==> config.mk <==
export PLATFORM = sky130hd
export DESIGN_NAME = macr_mac_accumulator_readout
export DESIGN_NICKNAME = d
export VERILOG_FILES = /design/src/verilog/macr_pkg.sv /design/src/verilog/macr_mac_accumulator_readout.sv
export SDC_FILE = /design/constraint.sdc
export NUM_CORES = 1
export LEC_CHECK = 0
export BUFFER_PORTS_ARGS = -buffer_cell sky130_fd_sc_hd__buf_2
export CAP_MARGIN = 20
export CELL_PAD_IN_SITES_DETAIL_PLACEMENT = 1
export CELL_PAD_IN_SITES_GLOBAL_PLACEMENT = 2
export CORE_MARGIN = 5
export CORE_UTILIZATION = 37
export CTS_CLUSTER_SIZE = 40
export DETAILED_ROUTE_END_ITERATION = 8
export PLACE_DENSITY = 0.88
export SLEW_MARGIN = 20
export SYNTH_ARGS = -nofsm -noshare
export SYNTH_HDL_FRONTEND = slang
export SYNTH_SLANG_ARGS = --single-unit
==> constraint.sdc <==
create_clock -name pclk -period 13.63 [get_ports pclk]
set_input_delay 0 -clock pclk [delete_from_list [all_inputs] [get_ports pclk]]
set_output_delay 0 -clock pclk [all_outputs]
set_load 0.02 [all_outputs]
==> src/verilog/macr_pkg.sv <==
// Constants, register map and types for the MAC accumulator readout block
package macr_pkg;

  // ----------------------------------------------------------------
  // Widths
  // ----------------------------------------------------------------
  localparam int unsigned WORD_W     = 16;
  localparam int unsigned ACC_FULL_W = 48;
  localparam int unsigned ADDR_W     = 8;

  // ----------------------------------------------------------------
  // Register byte offsets
  // ----------------------------------------------------------------
  localparam logic [7:0] OFS_CONTROL    = 8'h00;
  localparam logic [7:0] OFS_OPERAND_A  = 8'h04;
  localparam logic [7:0] OFS_OPERAND_B  = 8'h08;
  localparam logic [7:0] OFS_ACC_HIGH   = 8'h0C;
  localparam logic [7:0] OFS_ACC_MIDDLE = 8'h10;
  localparam logic [7:0] OFS_ACC_LOW    = 8'h14;
  localparam logic [7:0] OFS_RES_UPPER  = 8'h18;
  localparam logic [7:0] OFS_RES_LOWER  = 8'h1C;

  // ----------------------------------------------------------------
  // Reset values
  // ----------------------------------------------------------------
  localparam logic [15:0] WORD_RESET    = 16'h0000;
  localparam logic [7:0]  CONTROL_RESET = 8'h00;

  // ----------------------------------------------------------------
  // Types
  // ----------------------------------------------------------------
  // Control word, bit 7 down to bit 0
  typedef struct packed {
    logic overflow_flag;
    logic acc_write_inhibit;
    logic clear_data_regs;
    logic square_enable;
    logic operand_count_sel;
    logic negate_subtract_sel;
    logic accumulate_enable;
    logic unsigned_select;
  } macr_ctrl_type;

  typedef enum {
    REG_CONTROL,
    REG_OPERAND_A,
    REG_OPERAND_B,
    REG_ACC_HIGH,
    REG_ACC_MIDDLE,
    REG_ACC_LOW,
    REG_RES_UPPER,
    REG_RES_LOWER,
    REG_NONE
  } macr_reg_type;

endpackage : macr_pkg

==> src/verilog/macr_mac_accumulator_readout.sv <==
// APB multiply-accumulate unit: operands, 48-bit accumulator, result readback
`timescale 1ns/1ps

module macr_mac_accumulator_readout
  import macr_pkg::*;
#(
  parameter int unsigned ACC_WIDTH = 48            // 48, or 32 without high word
)
(
  input  wire logic              pclk,             // APB clock, 100 MHz
  input  wire logic              presetn,          // Async reset, active low
  input  wire logic [ADDR_W-1:0] paddr,            // Byte address
  input  wire logic              psel,             // Slave select
  input  wire logic              penable,          // Access phase
  input  wire logic              pwrite,           // Write when high
  input  wire logic [31:0]       pwdata,           // Write data
  output logic      [31:0]       prdata,           // Read data
  output logic                   pready,           // Always ready
  output logic                   pslverr           // Unmapped address
);

  // ----------------------------------------------------------------
  // Declarations
  // ----------------------------------------------------------------
  localparam logic [47:0] ACC_MASK = (ACC_WIDTH > 32) ? 48'hFFFF_FFFF_FFFF
                                                      : 48'h0000_FFFF_FFFF;
  localparam int unsigned TOP = ACC_WIDTH - 1;

  macr_ctrl_type ctrl;
  logic [15:0]   operand_first;
  logic [15:0]   operand_second;
  logic [15:0]   accumulator_high_word;
  logic [15:0]   accumulator_middle_word;
  logic [15:0]   accumulator_low_word;
  logic [15:0]   result_upper_readback;
  logic [15:0]   result_lower_readback;
  logic          loaded_first;
  logic          loaded_second;
  logic          pending;
  logic          op_start;
  logic          wr_access;
  logic          clear_now;
  logic          hi_write;
  macr_reg_type  wr_reg;
  macr_reg_type  rd_reg;
  logic [47:0]   acc_full;
  logic [31:0]   prod_u;
  logic signed [31:0] prod_s;
  logic [47:0]   prod48;
  logic [47:0]   sum48;
  logic [47:0]   addend;
  logic          next_overflow;

  function automatic macr_reg_type decode(input logic [ADDR_W-1:0] a);
    unique case (a)
      OFS_CONTROL:    decode = REG_CONTROL;
      OFS_OPERAND_A:  decode = REG_OPERAND_A;
      OFS_OPERAND_B:  decode = REG_OPERAND_B;
      OFS_ACC_HIGH:   decode = (ACC_WIDTH > 32) ? REG_ACC_HIGH : REG_NONE;
      OFS_ACC_MIDDLE: decode = REG_ACC_MIDDLE;
      OFS_ACC_LOW:    decode = REG_ACC_LOW;
      OFS_RES_UPPER:  decode = REG_RES_UPPER;
      OFS_RES_LOWER:  decode = REG_RES_LOWER;
      default:        decode = REG_NONE;
    endcase
  endfunction : decode

  // ----------------------------------------------------------------
  // APB decode
  // ----------------------------------------------------------------
  assign pready    = 1'b1;
  assign wr_access = psel && penable && pwrite;
  assign wr_reg    = decode(paddr);
  assign rd_reg    = wr_reg;
  assign pslverr   = psel && penable && (wr_reg == REG_NONE);
  assign clear_now = wr_access && (wr_reg == REG_CONTROL) && pwdata[5];
  assign hi_write  = wr_access && (wr_reg == REG_ACC_HIGH);

  // Final operand: square or single-operand mode, or the other one already in
  always_comb
  begin
    op_start = 1'b0;
    if (wr_access && !clear_now)
    begin
      if (wr_reg == REG_OPERAND_A)
        op_start = ctrl.square_enable || ctrl.operand_count_sel || loaded_second;
      else if (wr_reg == REG_OPERAND_B)
        op_start = ctrl.square_enable || ctrl.operand_count_sel || loaded_first;
    end
  end

  // ----------------------------------------------------------------
  // Datapath
  // ----------------------------------------------------------------
  assign acc_full = {accumulator_high_word, accumulator_middle_word,
                     accumulator_low_word};

  always_comb
  begin
    prod_u = 32'(operand_first) * 32'(operand_second);
    prod_s = $signed(operand_first) * $signed(operand_second);
    prod48 = ctrl.unsigned_select ? {16'h0000, prod_u} : {{16{prod_s[31]}}, prod_s};
    prod48 = prod48 & ACC_MASK;
    addend = ctrl.accumulate_enable ? acc_full : 48'h0000_0000_0000;
    sum48  = ctrl.negate_subtract_sel ? (addend - prod48) : (addend + prod48);
    sum48  = sum48 & ACC_MASK;
  end

  // Purely combinational so a control or operand change shows at once
  assign result_upper_readback = sum48[31:16];
  assign result_lower_readback = sum48[15:0];

  // Signed overflow uses the top accumulator bit as sign
  always_comb
  begin
    next_overflow = 1'b0;
    if (ctrl.accumulate_enable && !ctrl.acc_write_inhibit)
    begin
      if (ctrl.unsigned_select)
        next_overflow = ctrl.negate_subtract_sel ? (acc_full < prod48) : (sum48 < acc_full);
      else if (ctrl.negate_subtract_sel)
        next_overflow = (acc_full[TOP] != prod48[TOP]) && (sum48[TOP] != acc_full[TOP]);
      else
        next_overflow = (acc_full[TOP] == prod48[TOP]) && (sum48[TOP] != acc_full[TOP]);
    end
    else if (!ctrl.accumulate_enable && ctrl.negate_subtract_sel && ctrl.unsigned_select)
      next_overflow = (prod48 != 48'h0000_0000_0000);
  end

  // ----------------------------------------------------------------
  // Control register
  // ----------------------------------------------------------------
  always_ff @(posedge pclk or negedge presetn)
  begin
    if (!presetn)
      ctrl <= macr_ctrl_type'(CONTROL_RESET);
    else
    begin
      if (wr_access && (wr_reg == REG_CONTROL))
      begin
        ctrl.acc_write_inhibit   <= pwdata[6];
        ctrl.square_enable       <= pwdata[4];
        ctrl.operand_count_sel   <= pwdata[3];
        ctrl.negate_subtract_sel <= pwdata[2];
        ctrl.accumulate_enable   <= pwdata[1];
        ctrl.unsigned_select     <= pwdata[0];
      end
      ctrl.clear_data_regs <= 1'b0;
      // Clear beats all; a finishing result beats the next start
      if (clear_now)
        ctrl.overflow_flag <= 1'b0;
      else if (pending)
        ctrl.overflow_flag <= next_overflow;
      else if (op_start)
        ctrl.overflow_flag <= 1'b0;
    end
  end

  // ----------------------------------------------------------------
  // Operands and load flags
  // ----------------------------------------------------------------
  always_ff @(posedge pclk or negedge presetn)
  begin
    if (!presetn)
    begin
      operand_first  <= WORD_RESET;
      operand_second <= WORD_RESET;
      loaded_first   <= 1'b0;
      loaded_second  <= 1'b0;
    end
    else if (clear_now)
    begin
      operand_first  <= WORD_RESET;
      operand_second <= WORD_RESET;
      loaded_first   <= 1'b0;
      loaded_second  <= 1'b0;
    end
    else if (wr_access && (wr_reg == REG_OPERAND_A || wr_reg == REG_OPERAND_B))
    begin
      // Square mode loads both operands from one write
      if (wr_reg == REG_OPERAND_A || ctrl.square_enable)
        operand_first <= pwdata[15:0];
      if (wr_reg == REG_OPERAND_B || ctrl.square_enable)
        operand_second <= pwdata[15:0];
      loaded_first  <= !op_start && (loaded_first || wr_reg == REG_OPERAND_A);
      loaded_second <= !op_start && (loaded_second || wr_reg == REG_OPERAND_B);
    end
  end

  // ----------------------------------------------------------------
  // Accumulator update, one cycle after the operation starts
  // ----------------------------------------------------------------
  always_ff @(posedge pclk or negedge presetn)
  begin
    if (!presetn)
      pending <= 1'b0;
    else
      pending <= op_start;
  end

  always_ff @(posedge pclk or negedge presetn)
  begin
    if (!presetn)
    begin
      accumulator_middle_word <= WORD_RESET;
      accumulator_low_word    <= WORD_RESET;
    end
    else if (clear_now)
    begin
      accumulator_middle_word <= WORD_RESET;
      accumulator_low_word    <= WORD_RESET;
    end
    else if (pending && !ctrl.acc_write_inhibit)
    begin
      accumulator_middle_word <= sum48[31:16];
      accumulator_low_word    <= sum48[15:0];
    end
    else if (wr_access && wr_reg == REG_ACC_MIDDLE)
      accumulator_middle_word <= pwdata[15:0];
    else if (wr_access && wr_reg == REG_ACC_LOW)
      accumulator_low_word <= pwdata[15:0];
  end

  // 32-bit builds have no high word storage at all
  generate
    if (ACC_WIDTH > 32)
    begin : g_high
      always_ff @(posedge pclk or negedge presetn)
      begin
        if (!presetn)
          accumulator_high_word <= WORD_RESET;
        else if (clear_now)
          accumulator_high_word <= WORD_RESET;
        else if (pending && !ctrl.acc_write_inhibit)
          accumulator_high_word <= sum48[47:32];
        else if (hi_write)
          accumulator_high_word <= pwdata[15:0];
      end
    end
    else
    begin : g_no_high
      assign accumulator_high_word = WORD_RESET;
    end
  endgenerate

  // ----------------------------------------------------------------
  // Read data, captured in the setup cycle
  // ----------------------------------------------------------------
  always_ff @(posedge pclk or negedge presetn)
  begin
    if (!presetn)
      prdata <= 32'h0000_0000;
    else if (psel && !penable && !pwrite)
    begin
      unique case (rd_reg)
        REG_CONTROL:    prdata <= {24'h00_0000, ctrl};
        REG_OPERAND_A:  prdata <= {16'h0000, operand_first};
        REG_OPERAND_B:  prdata <= {16'h0000, operand_second};
        REG_ACC_HIGH:   prdata <= {16'h0000, accumulator_high_word};
        REG_ACC_MIDDLE: prdata <= {16'h0000, accumulator_middle_word};
        REG_ACC_LOW:    prdata <= {16'h0000, accumulator_low_word};
        REG_RES_UPPER:  prdata <= {16'h0000, result_upper_readback};
        REG_RES_LOWER:  prdata <= {16'h0000, result_lower_readback};
        REG_NONE:       prdata <= 32'h0000_0000;
      endcase
    end
  end

  // ----------------------------------------------------------------
  // Assertions
  // ----------------------------------------------------------------
  clear_zeroes_a: assert property (@(posedge pclk) disable iff (!presetn)
    clear_now |=> (acc_full == 48'h0 && operand_first == 16'h0 && !ctrl.overflow_flag
                   && !loaded_first && !loaded_second && !ctrl.clear_data_regs))
    else $error("clear did not zero the data registers");

  start_pending_a: assert property (@(posedge pclk) disable iff (!presetn)
    op_start |=> pending ##1 !pending)
    else $error("operation did not complete in one cycle");

  inhibit_hold_a: assert property (@(posedge pclk) disable iff (!presetn)
    (op_start && ctrl.acc_write_inhibit) |=> ##1 $stable(acc_full))
    else $error("accumulator changed while write inhibited");

  mac_adds_a: assert property (@(posedge pclk) disable iff (!presetn)
    (pending && ctrl.accumulate_enable && !ctrl.negate_subtract_sel
     && !ctrl.acc_write_inhibit && !clear_now)
    |=> acc_full == (($past(acc_full) + $past(prod48)) & ACC_MASK))
    else $error("accumulate result wrong");

  plain_product_a: assert property (@(posedge pclk) disable iff (!presetn)
    (!ctrl.accumulate_enable && !ctrl.negate_subtract_sel)
    |-> {result_upper_readback, result_lower_readback} ==
        (ctrl.unsigned_select ? prod_u : prod_s))
    else $error("readback is not the product");

  ro_write_a: assert property (@(posedge pclk) disable iff (!presetn)
    (wr_access && (wr_reg == REG_RES_UPPER || wr_reg == REG_RES_LOWER) && !pending)
    |=> ($stable(acc_full) && $stable(operand_first) && $stable(operand_second)
         && $stable(ctrl)))
    else $error("write to readback changed state");

  high_read_a: assert property (@(posedge pclk) disable iff (!presetn)
    (psel && !penable && !pwrite && rd_reg == REG_ACC_HIGH)
    |=> prdata == {16'h0000, $past(acc_full[47:32])})
    else $error("high word read mismatch");

  read_upper_zero_a: assert property (@(posedge pclk) disable iff (!presetn)
    (psel && !penable && !pwrite) |=> prdata[31:16] == 16'h0000)
    else $error("upper read bits not zero");

  sign_ovf_a: assert property (@(posedge pclk) disable iff (!presetn)
    (pending && ctrl.accumulate_enable && !ctrl.negate_subtract_sel
     && !ctrl.unsigned_select && !ctrl.acc_write_inhibit && !clear_now
     && !acc_full[TOP] && !prod48[TOP] && sum48[TOP]) |=> ctrl.overflow_flag)
    else $error("signed overflow not flagged");

  low_write_a: assert property (@(posedge pclk) disable iff (!presetn)
    (wr_access && wr_reg == REG_ACC_LOW && !pending)
    |=> accumulator_low_word == $past(pwdata[15:0]))
    else $error("low accumulator write lost");

endmodule : macr_mac_accumulator_readout

Word-level counts from Yosys, hierarchy flattened --
Memories as Yosys holds them, arrays and structs flattened. Index checks and enable logic that the tools add are counted.
Word-level totals: flip-flop bits (word level) 122, ROM bits 128, bits of input ports 45, output and inout bits 34, logic and storage cells 125, memories kept 1
Operators by class: add/sub/neg operators 2, multipliers 2, order comparisons 2, equal/unequal tests 18, multiplexer cells 36, reductions and logical operators 48
Memory list:
- (name not given) | depth 32, width 4, read ports 1, clocked after Yosys merged registers in 0, wr ports 0, line macr_mac_accumulator_readout.sv:55 | unique case (a)
Operators with widths (number):
- 32-bit case mux with 9 select lines | 1
- 16-bit 2-to-1 mux | 16
- 32-bit by 3-bit == test with 1-bit output (second input constant) | 6
- 48-bit 2-to-1 mux | 3
- 32-bit by 2-bit == test with 1-bit output (second input constant) | 3
- 32-bit by 4-bit == test with 1-bit output (second input constant) | 3
- 48-bit less-than comparator | 2
- 32-bit logical NOT | 2
- 16-bit by 16-bit multiplier with 32-bit output | 2
- 48-bit adder | 1
- 48-bit nonzero test | 1
- 48-bit subtractor | 1
- 32-bit by 1-bit == test with 1-bit output (second input constant) | 1
- 32-bit by 5-bit == test with 1-bit output (second input constant) | 1
- 32-bit 2-to-1 mux | 1
- 1-bit logical AND | 20
- 1-bit 2-to-1 mux | 15
- 3-bit nonzero test | 4
- 1-bit logical OR | 8
- 1-bit logical NOT | 6
- 2-bit AND reduction | 3
- 2-bit nonzero test | 3
- 3-bit logical NOT | 1
- 3-bit inequality test (second input constant) | 1
- other kinds (2) | 3

Logic depth before layout (Yosys ltp) --
Gate-level depths: netlist of the first run.
depth in word-level cells 12, gate-level depth with buffers 51, mapped depth without buffers 48

Worst setup path before layout of the first run --
OpenSTA, ideal clock, no wires.
kind reg-to-reg, from register operand_first[15], to register ctrl[7] (netlist bit), setup time 0.066 ns, data arrival time 10.831 ns, required time 13.564 ns, setup slack 2.733 ns, cell stages (with the launch flop) 44, buffers on the path 3, period minus slack after synthesis 10.897 ns, cells stage by stage dfrtp_1 -> clkbuf_1 -> clkbuf_1 -> nand2_1 -> inv_1 -> fa_1 -> fa_1 -> fa_1 -> fa_1 -> fa_1 -> inv_1 -> fa_1 -> inv_1 -> ha_1 -> buf_6 -> a21oi_2 -> o221ai_2 -> a2111oi_0 -> [8 not listed] -> a21oi_1 -> ha_1 -> a21o_1 -> a21o_1 -> a21o_1 -> a21o_1 -> a21o_1 -> a22oi_1 -> a311oi_1 -> a211oi_1 -> xnor2_1 -> ha_1 -> o31ai_1 -> o221ai_1 -> nor2_1 -> nand4b_1 -> o211ai_1 -> a41o_1
On the way: word-level cells in the longest chain between the ends 11, elaborated cells between the ends (all ways) 21, classes of those cells 2 x add/sub; 2 x mul; 2 x order compare; 3 x eq/ne; 9 x mux; 3 x reduce/logical
RTL lines:
- start, declared | line macr_mac_accumulator_readout.sv:30 | logic [15:0] operand_first;
- start signal, assigned | line macr_mac_accumulator_readout.sv:182 | operand_first <= pwdata[15:0];
- 16-bit by 16-bit multiplier with 32-bit output (on tied branches) | line macr_mac_accumulator_readout.sv:101, macr_mac_accumulator_readout.sv:100
- 48-bit 2-to-1 mux (*) | line macr_mac_accumulator_readout.sv:102 | prod48 = ctrl.unsigned_select ? {16'h0000, prod_u} : {{16{prod_s[31]}}, prod_s};
- parallel branches: the longest is 6 deep, another holds 48-bit adder
- 1-bit 2-to-1 mux (*) | line macr_mac_accumulator_readout.sv:117 | if (ctrl.accumulate_enable && !ctrl.acc_write_inhibit)
- 1-bit 2-to-1 mux (*) | line macr_mac_accumulator_readout.sv:152 | else if (pending)
- 1-bit 2-to-1 mux (*) | line macr_mac_accumulator_readout.sv:150 | if (clear_now)
- end signal, assigned | line macr_mac_accumulator_readout.sv:136 | ctrl <= macr_ctrl_type'(CONTROL_RESET);
- end, declared | line macr_mac_accumulator_readout.sv:29 | macr_ctrl_type ctrl;
Every way passes the cells marked *. A chain may end at the register's enable or synchronous reset.

Final worst setup path of the first run --
from register operand_second[2], to register ctrl[7] (netlist bit)
On the way: word-level cells in the longest chain between the ends 11, elaborated cells between the ends (all ways) 21, classes of those cells 2 x add/sub; 2 x mul; 2 x order compare; 3 x eq/ne; 9 x mux; 3 x reduce/logical
RTL lines:
- start, declared | line macr_mac_accumulator_readout.sv:31 | logic [15:0] operand_second;
- start signal, assigned | line macr_mac_accumulator_readout.sv:184 | operand_second <= pwdata[15:0];
- 16-bit by 16-bit multiplier with 32-bit output (on tied branches) | line macr_mac_accumulator_readout.sv:101, macr_mac_accumulator_readout.sv:100
- 48-bit 2-to-1 mux (*) | line macr_mac_accumulator_readout.sv:102
- parallel branches: the longest is 6 deep, another holds 48-bit adder
- 1-bit 2-to-1 mux (*) | line macr_mac_accumulator_readout.sv:117
- 1-bit 2-to-1 mux (*) | line macr_mac_accumulator_readout.sv:152
- 1-bit 2-to-1 mux (*) | line macr_mac_accumulator_readout.sv:150
Marked as above.

==> results.py, run 1 <==
metrics = {
    "logic_synthesis": {
        "ys_warn_count": 0,
        "async_reset_ff_share_pct": 100.0,
        "synthXorXnorAreaFrac_pct": 3.798,
        "synthAdderAreaFrac_pct": 41.26,
        "synth-simple-area-share_pct": 15.95,
        "synth_top_family_by_area": "adder cells",
        "ys_seq_area_share_pct": 9.916,
        "syn_area_per_cell_um2": 8.420,
        "synth-compound-area-share_pct": 17.20,
        "netlist_area_mm2": 0.02675,
        "ys_ff_latch": 106,
        "synth_cell_types": 97,
        "synth_edf_count": 0,
        "synthMuxAreaShare_pct": 1.455,
        "ys.flop_type": "dfrtp_1",
        "synth_cells": 3177,
    },
    "floorplanning": {
        "boundaryPins": 79,
        "fp.coreArea_mm2": 0.07161,
        "die-width_um": 278.9,
        "num_rows": 98,
        "start_util_pct": 37.35,
        "chipHeight_um": 278.9,
        "fp.dieArea_mm2": 0.07777,
    },
    "finish": {
        "drive_above_1_share_pct": 5.068,
        "layout_common_cells": "inv_1 (556), fa_1 (367), nand2_1 (328)",
        "layout.nets": 3859,
        "layout.cells.most_common": "inv_1",
        "postLayoutCoreUtil_pct": 39.49,
        "n_antenna_cell": 0,
        "synthToLayoutAreaGrowth_pct": 5.720,
        "final_area_mm2": 0.02828,
    },
    "worst_setup_path": {
        "worstSetupPathType": "flop to flop",
        "crit_slowest_cell": "dfrtp_1",
        "critPathTopFamily": "adder cells",
        "end_kind": "flop",
        "crit_buf_inv": 3,
        "critPathRequiredTime_ns": 13.95,
        "cp_max_fo": 18,
        "crit_path_start": "operand_second[2]$_DFFE_PN0P_",
        "crit_path_max_incr_delay_ns": 1.03,
        "reg2reg_from": "operand_second[2]$_DFFE_PN0P_",
        "start_kind": "flop",
        "crit_arrival_ns": 12.99,
        "path_common_cell": "fa_1",
    },
    "sta": {
        "worst_pin_slew_ns": 1.181,
        "min_period_over_period_pct": 92.96,
        "holdWs_ns": 0.04000,
        "slew_headroom_pct": 20.98,
        "setup_violations": 0,
        "finalCriticalPeriod_ns": 12.67,
        "final_hold_viol_count": 0,
        "finalSetupTns_ns": 0,
        "fin_worst_skew_ns": 0.01372,
        "max_freq_ghz": 0.07893,
        "fin_ws_ns": 0.9600,
        "drv_slew": 0,
        "rsz0062_at_grt": "no",
    },
    "placed_design": {
        "placed_area_mm2": 0.02781,
        "dp.final_hpwl_um": 74290,
        "pre_cts_ws_ns": 1.135,
        "gp_congestion": 0.9359,
        "port-buffer-count": 45,
    },
    "power": {
        "leakage_nw": 14.02,
        "p_per_area_mw_per_mm2": 46.35,
        "vdd_ir_drop_max_uv": 76.28,
        "combPwrFrac_pct": 49.4,
        "swShare_pct": 45.95,
        "p_seq_share_pct": 28.6,
        "clock_power_share_pct": 22.0,
        "p_switching_uw": 602.2,
        "internal-power_uw": 708.4,
    },
    "route": {
        "vias": 22800,
        "vias_per_cell": 5.551,
        "drc": 0,
        "wl_met2_um": 42570,
        "drtPass1Iterations": 5,
        "wirelength_um": 89900,
        "detail_route.wl_per_cell_um": 21.89,
        "drt-met1-wl_um": 41070,
        "ant_nets": 0,
        "wl_met3_um": 3736,
        "routed.top_layer": "met4",
        "drtIter0Drc": 1543,
    },
    "grt": {
        "track_usage_pct": 23.06,
        "grt_pass1_wl_um": 143400,
        "antenna_found_initial": 3,
        "overflow": 0,
        "grt_max_degree": 59,
        "grt_pass1_vias": 24800,
    },
    "clock_network": {
        "cts_setup_buffers": 0,
        "cts_buffer_depth": 2,
        "cts_buffers": 9,
        "clock_latency_ns": 0.38,
        "clk_pin_slew_ns": 0.09,
        "tritoncts": "built",
        "clock-root-buffer": "clkbuf_16",
        "cts-htree-levels": 3,
        "cts.sinks": 106,
    },
    "worst_hold_path": {
        "hp-start": "pwdata[8]",
        "hold_class": "primary input to flop",
    },
    "run": {
        "max_cap_violations": 0,
    },
    "run_status": {
        "status": "completed",
    },
}
==> layout make-up <==
type | count | area [um^2]
Fill cell | 8668 | 43330
Multi-Input combinational cell | 2382 | 21390
Sequential cell | 106 | 2655
Inverter | 557 | 2091
Tap cell | 950 | 1189
Timing Repair Buffer | 96 | 648.1
Clock buffer | 9 | 225.2
Clock inverter | 7 | 80.08
==> what timing repair did <==
action                                 in CTS  in global routing
gates resized for setup                     0                  0
hold buffers                               15                  0
endpoints found under the hold margin      79                  0
==> synthesized netlist by cell type, types with 46 or more instances <==
library cell  count  area [um^2]
o21ai_0         149        745.7
a21o_1           73        548.0
a21oi_1         167        835.8
nor2_1          126        473.0
inv_1           556         2087
clkbuf_1        116        435.4
xnor2_1          70        613.1
xor2_1           46        402.9
ha_1            295         3691
dfrtp_1         106         2653
nand2_1         329         1235
and2_1          178         1114
fa_1            367         7347
==> flip-flops by register name, indices dropped and copies added (netlist names) <==
name / count
accumulator_middle_word: 16
ctrl: 7
accumulator_high_word: 16
accumulator_low_word: 16
loaded_first: 1
operand_first: 16
pending: 1
prdata: 16
loaded_second: 1
operand_second: 16
==> power by group through the flow <==
stage / Combinational (mW) / Sequential [mW] / Clock, mW
3_3_place_gp: 0.614 / 0.380 / 0
6_report: 0.647 / 0.375 / 0.288
5_1_grt: 0.707 / 0.377 / 0.302
2_1_floorplan: 0.443 / 0.354 / 0
3_5_place_dp: 0.624 / 0.381 / 0
4_1_cts: 0.635 / 0.374 / 0.288
==> final timing paths <==
check / cells past startpoint / slack, ns / endpoint
min: 3 / 0.04 / operand_second[8]$_DFFE_PN0P_
min reg2reg: 2 / 0.50 / prdata[8]$_DFFE_PN0P_
max reg2reg: 40 / 0.96 / ctrl[7]$_DFFE_PN0P_
max: 40 / 0.96 / ctrl[7]$_DFFE_PN0P_
min in group asynchronous: 2 / 0.20 / accumulator_high_word[7]$_DFFE_PN0P_
max in group asynchronous: 3 / 12.18 / accumulator_low_word[12]$_DFFE_PN0P_
==> per-layer routing <==
layer	up-vias	global-route usage, %
li1	10420	-
met2	555	39.44
met5	-	0
met4	0	5.693
met1	11700	31.86
met3	120	1.965
==> metrics by stage <==
step	total power, mW	cells
finish	1.311	4107
detailed placement	1.004	4075
CTS	1.297	4106
floorplan	0.7966	3192
global placement	0.9946	4075
global route	1.386	4107
==> cells by family (layout without fill, tap and decap cells) <==
family / Yosys count / in the layout
and+or+nand+nor: 859 / 859
buffers and inverters: 704 / 669
AOI/OAI and AO/OA: 692 / 692
adders and majority gates: 662 / 662
xor gates and xnor gates: 116 / 116
DFF: 106 / 106
muxes: 36 / 36
other: 2 / 17
==> worst min-delay path, stage by stage <==
cell,delay [ns]
buf_2,0.18
nand2_1,0.10
o21ai_0,0.08
Power figures use the tool's default switching activity.
==> inputs of run 2 (changes only) <==
Clock period 13.63 ns to 16 ns, I/O delays scaled along.
==> results.py, run 2 (synthesized netlist as in run 1, its figures left out) <==
metrics = {
    "sta": {
        "final_hold_viol_count": 0,
        "holdWs_ns": 0.03978,
        "worst_pin_slew_ns": 1.210,
        "max_freq_ghz": 0.07828,
        "min_period_over_period_pct": 79.85,
        "fin_worst_skew_ns": 0.01804,
        "finalCriticalPeriod_ns": 12.78,
        "rsz0062_at_grt": "no",
        "setup_violations": 0,
        "drv_slew": 0,
        "finalSetupTns_ns": 0,
        "fin_ws_ns": 3.225,
        "slew_headroom_pct": 19.31,
    },
    "finish": {
        "final_area_mm2": 0.02832,
        "final_cells": 4113,
        "drive_above_1_share_pct": 5.187,
        "postLayoutCoreUtil_pct": 39.55,
        "layout.cells.most_common": "inv_1",
        "layout_common_cells": "inv_1 (556), fa_1 (367), nand2_1 (328)",
        "layout.nets": 3864,
        "synthToLayoutAreaGrowth_pct": 5.875,
        "final.fill_count": 8582,
    },
    "worst_setup_path": {
        "worstSetupPathType": "flop to flop",
        "cp_max_fo": 18,
        "crit_path_max_incr_delay_ns": 1.13,
        "crit_buf_inv": 3,
        "end_kind": "flop",
        "crit_arrival_ns": 13.09,
        "critPathTopFamily": "adder cells",
        "path_common_cell": "fa_1",
        "crit_slowest_cell": "dfrtp_1",
        "start_kind": "flop",
        "critPathRequiredTime_ns": 16.31,
    },
    "route": {
        "vias": 22670,
        "detail_route.wl_per_cell_um": 21.34,
        "ant_nets": 0,
        "wirelength_um": 87770,
        "drtIter0Drc": 1408,
        "drc": 0,
        "vias_per_cell": 5.512,
        "drtPass1Iterations": 5,
    },
    "floorplanning": {
        "start_util_pct": 37.35,
        "fp.coreArea_mm2": 0.07161,
        "die-width_um": 278.9,
        "chipHeight_um": 278.9,
        "num_rows": 98,
        "fp.dieArea_mm2": 0.07777,
        "boundaryPins": 79,
    },
    "clock_network": {
        "clk_pin_slew_ns": 0.09,
        "clock_latency_ns": 0.38,
        "cts_buffers": 9,
        "cts-htree-levels": 3,
        "cts_buffer_depth": 2,
        "cts.sinks": 106,
        "tritoncts": "built",
        "clock-root-buffer": "clkbuf_16",
    },
    "grt": {
        "track_usage_pct": 22.66,
        "grt_pass1_vias": 24870,
        "grt_pass1_wl_um": 140800,
        "overflow": 0,
        "antenna_found_initial": 1,
        "grt_max_degree": 76,
    },
    "placed_design": {
        "pre_cts_ws_ns": 3.408,
        "dpl.cell_count": 4081,
        "port-buffer-count": 45,
        "placed_area_mm2": 0.02786,
        "dp.final_hpwl_um": 72760,
        "gp_congestion": 0.9106,
    },
    "run_status": {
        "status": "completed",
    },
    "run": {
        "max_cap_violations": 0,
    },
    "power": {
        "vdd_ir_drop_max_uv": 49.76,
        "leakage_nw": 14.04,
        "p_per_area_mw_per_mm2": 38.91,
        "power.total_mw": 1.102,
    },
    "worst_hold_path": {
        "hold_class": "primary input to flop",
    },
}
## run 2: cell count changes in the layout (fill, tap and decap cells not counted), sizes merged
cell,previous run,this run
clkinv,4,3
diode,0,1
buf,81,86
clkinvlp,1,2
## run 2: worst register-to-register path, delay by kind of cell (launching register included)
kind	cells	cell delay, ns
simple gates	8	1.81
fa+ha+maj	10	4.84
compound gates	16	3.80
xor+xnor	2	0.35
mux	1	0.54
buf+inv	3	0.25
flops	1	1.13
## run 2: worst paths after layout
check	from	endpoint	slack, ns	depth (start not counted)
max	operand_second[3]$_DFFE_PN0P_	ctrl[7]$_DFFE_PN0P_	3.22	40
min	pwdata[8]	operand_second[8]$_DFFE_PN0P_	0.04	3
max reg2reg	operand_second[3]$_DFFE_PN0P_	ctrl[7]$_DFFE_PN0P_	3.22	40
min reg2reg	prdata[9]$_DFFE_PN0P_	prdata[9]$_DFFE_PN0P_	0.50	2
max in group asynchronous	presetn	ctrl[0]$_DFFE_PN0P_	14.76	3
min in group asynchronous	presetn	accumulator_high_word[3]$_DFFE_PN0P_	0.10	2
## run 2: layer usage
layer,routed length (um),vias to the layer above,track usage (%)
li1,-,10440,-
met1,39350,11520,30.82
met2,40800,567,37.95
met3,4598,147,3.202
met4,3021,0,6.441
met5,0,-,0
## run 2: area by class of cell
| class | count | area (um^2) | area share [%] |
|---|---|---|---|
| timing repair buffer | 101 | 689.4 | 2.434 |
| tap | 950 | 1189 | 4.197 |
| clock inverter | 7 | 78.83 | 0.2783 |
| inverter | 557 | 2091 | 7.382 |
| multi-input combinational | 2382 | 21390 | 75.53 |
| sequential | 106 | 2654 | 9.370 |
| antenna | 1 | 2.502 | 0.008836 |
| clock buffer | 9 | 225.2 | 0.7952 |
## run 2: report_power, final
part / internal (mW) / total [mW] / switching [mW]
clock network: 0.112 / 0.238 / 0.127
registers: 0.282 / 0.310 / 0.0288
logic: 0.210 / 0.553 / 0.343
## run 2: repair_timing
item | CTS | global route
hold endpoints to repair | 58 | 0
resized for setup | 0 | 0
buffers inserted | 0 | 0
hold buffers | 15 | 0
==> inputs of run 3 (changes only) <==
Settings changed: PLACE_DENSITY 0.88 to 0.91.
Clock period 16 ns to 10.61 ns, I/O delays scaled along.
==> results.py, run 3 (synthesized netlist as in run 1, its figures left out) <==
metrics = {
    "run_status": {
        "status": "completed",
    },
    "worst_setup_path": {
        "crit_arrival_ns": 10.93,
        "worstSetupPathType": "flop to flop",
        "cp_max_fo": 17,
        "reg2reg_from": "operand_first[13]$_DFFE_PN0P_",
        "r2r_cells": 42,
        "end_kind": "flop",
        "r2r-end": "ctrl[7]$_DFFE_PN0P_",
        "start_kind": "flop",
        "crit_path_max_incr_delay_ns": 0.59,
        "crit_slowest_cell": "fa_1",
        "path_common_cell": "fa_1",
        "reg2reg_slack_ns": 0.01,
        "critPathRequiredTime_ns": 10.95,
    },
    "clock_network": {
        "cts.sinks": 106,
        "cts_buffer_depth": 2,
        "clk_pin_slew_ns": 0.09,
        "clock_latency_ns": 0.39,
        "cts_buffers": 9,
        "cts-htree-levels": 3,
        "tritoncts": "built",
        "clock-root-buffer": "clkbuf_16",
    },
    "route": {
        "vias_per_cell": 5.550,
        "detail_route.wl_per_cell_um": 22.88,
        "drtPass1Iterations": 5,
        "ant_nets": 0,
        "vias": 25010,
        "wirelength_um": 103100,
        "drc": 0,
        "drtIter0Drc": 1653,
    },
    "worst_hold_path": {
        "hp-start": "pwdata[15]",
        "hold_class": "primary input to flop",
        "hold_depth": 3,
        "min_to": "operand_second[15]$_DFFE_PN0P_",
    },
    "floorplanning": {
        "fp.dieArea_mm2": 0.07777,
        "boundaryPins": 79,
        "die-width_um": 278.9,
        "num_rows": 98,
        "chipHeight_um": 278.9,
        "fp.coreArea_mm2": 0.07161,
        "start_util_pct": 37.35,
    },
    "finish": {
        "final_cells": 4505,
        "synthToLayoutAreaGrowth_pct": 20.18,
        "layout.nets": 4256,
        "drive_above_1_share_pct": 18.15,
        "final_area_mm2": 0.03215,
        "postLayoutCoreUtil_pct": 44.89,
        "layout_common_cells": "inv_1 (552), buf_4 (403), fa_1 (359)",
        "layout.cells.most_common": "inv_1",
    },
    "power": {
        "power.total_mw": 2.001,
        "p_per_area_mw_per_mm2": 62.25,
        "leakage_nw": 16.14,
        "vdd_ir_drop_max_uv": 99.84,
    },
    "placed_design": {
        "gp_congestion": 0.9942,
        "placed_area_mm2": 0.03085,
        "dp.final_hpwl_um": 85390,
        "port-buffer-count": 45,
        "dpl.cell_count": 4439,
    },
    "sta": {
        "max_freq_ghz": 0.09435,
        "finalCriticalPeriod_ns": 10.60,
        "rsz0062_at_grt": "yes",
        "worst_pin_slew_ns": 1.160,
        "min_period_over_period_pct": 99.90,
        "slew_headroom_pct": 22.36,
        "fin_worst_skew_ns": 0.01464,
        "finalSetupTns_ns": 0,
        "final_hold_viol_count": 0,
        "setup_violations": 0,
        "drv_slew": 0,
    },
    "grt": {
        "track_usage_pct": 25.84,
        "grt_max_degree": 55,
        "overflow": 0,
        "grt_pass1_wl_um": 158800,
        "grt_pass1_vias": 27400,
        "antenna_found_initial": 3,
    },
    "run": {
        "max_cap_violations": 0,
    },
}
run 3: cell types whose count changed in the layout (fill, tap and decap cells not counted), sizes merged:
cell,delta
buf,+393
clkbuf,+1
clkinv,-1
clkinvlp,-1
dlygate4sd3,-1
inv,+1
run 3: worst max path at each step:
stage | start | to | slack, ns | cells past startpoint
after floorplan | operand_first[15]$_DFFE_PN0P_ | ctrl[7]$_DFFE_PN0P_ | 0.02 | 43
after global placement | operand_second[1]$_DFFE_PN0P_ | ctrl[7]$_DFFE_PN0P_ | -0.54 | 40
after detailed placement | operand_second[1]$_DFFE_PN0P_ | ctrl[7]$_DFFE_PN0P_ | -0.78 | 40
after CTS | operand_first[7]$_DFFE_PN0P_ | ctrl[7]$_DFFE_PN0P_ | 0.002 | 43
after global routing | operand_first[13]$_DFFE_PN0P_ | ctrl[7]$_DFFE_PN0P_ | -0.31 | 45
final | operand_first[13]$_DFFE_PN0P_ | ctrl[7]$_DFFE_PN0P_ | 0.01 | 42
run 3: area by class of cell:
class                           instances  area [um^2]
Clock inverter                          6        63.81
Clock buffer                           10        239.0
Multi-Input combinational cell       2382        21930
Tap cell                              950         1189
Sequential cell                       106         2663
Fill cell                            8620        39460
Antenna cell                            1        2.502
Timing Repair Buffer                  493         3968
Inverter                              557         2091
run 3: power by group:
group          switching, mW  total, mW  internal (mW)
combinational          0.622       1.17          0.547
sequential            0.0401      0.465          0.425
clock                  0.194      0.368          0.173
run 3: per-stage QoR:
stage                     hold slack (ns)  worst slack (ns)
final                             0.01796           0.01105
after global routing              0.02117           -0.3111
after CTS                         0.01396          0.001853
after detailed placement           0.1459           -0.7775
after global placement             0.1382           -0.5441
after floorplan                   -0.2956           0.02372
run 3: worst max-delay path, delay by kind of cell, from the launching register on:
family | cells | cell delay, ns
simple gates | 7 | 1.11
compound gates | 18 | 4.00
flops | 1 | 0.41
buf+inv | 7 | 0.72
fa+ha+maj | 9 | 4.12
xor+xnor | 1 | 0.12
run 3: metal layers:
layer,routed length (um),global-route usage (%)
met4,4002,7.848
met2,49120,44.21
met1,44110,34.69
met5,0,0
met3,5841,2.793
run 3: repair_timing:
action                                 CTS  global route
cloned                                   0             1
pin swaps                               19            68
hold buffers                            14             0
endpoints found under the hold margin   80             0
buffers inserted                        10            25
setup endpoints to repair                1             1
gates resized for setup                 41            82
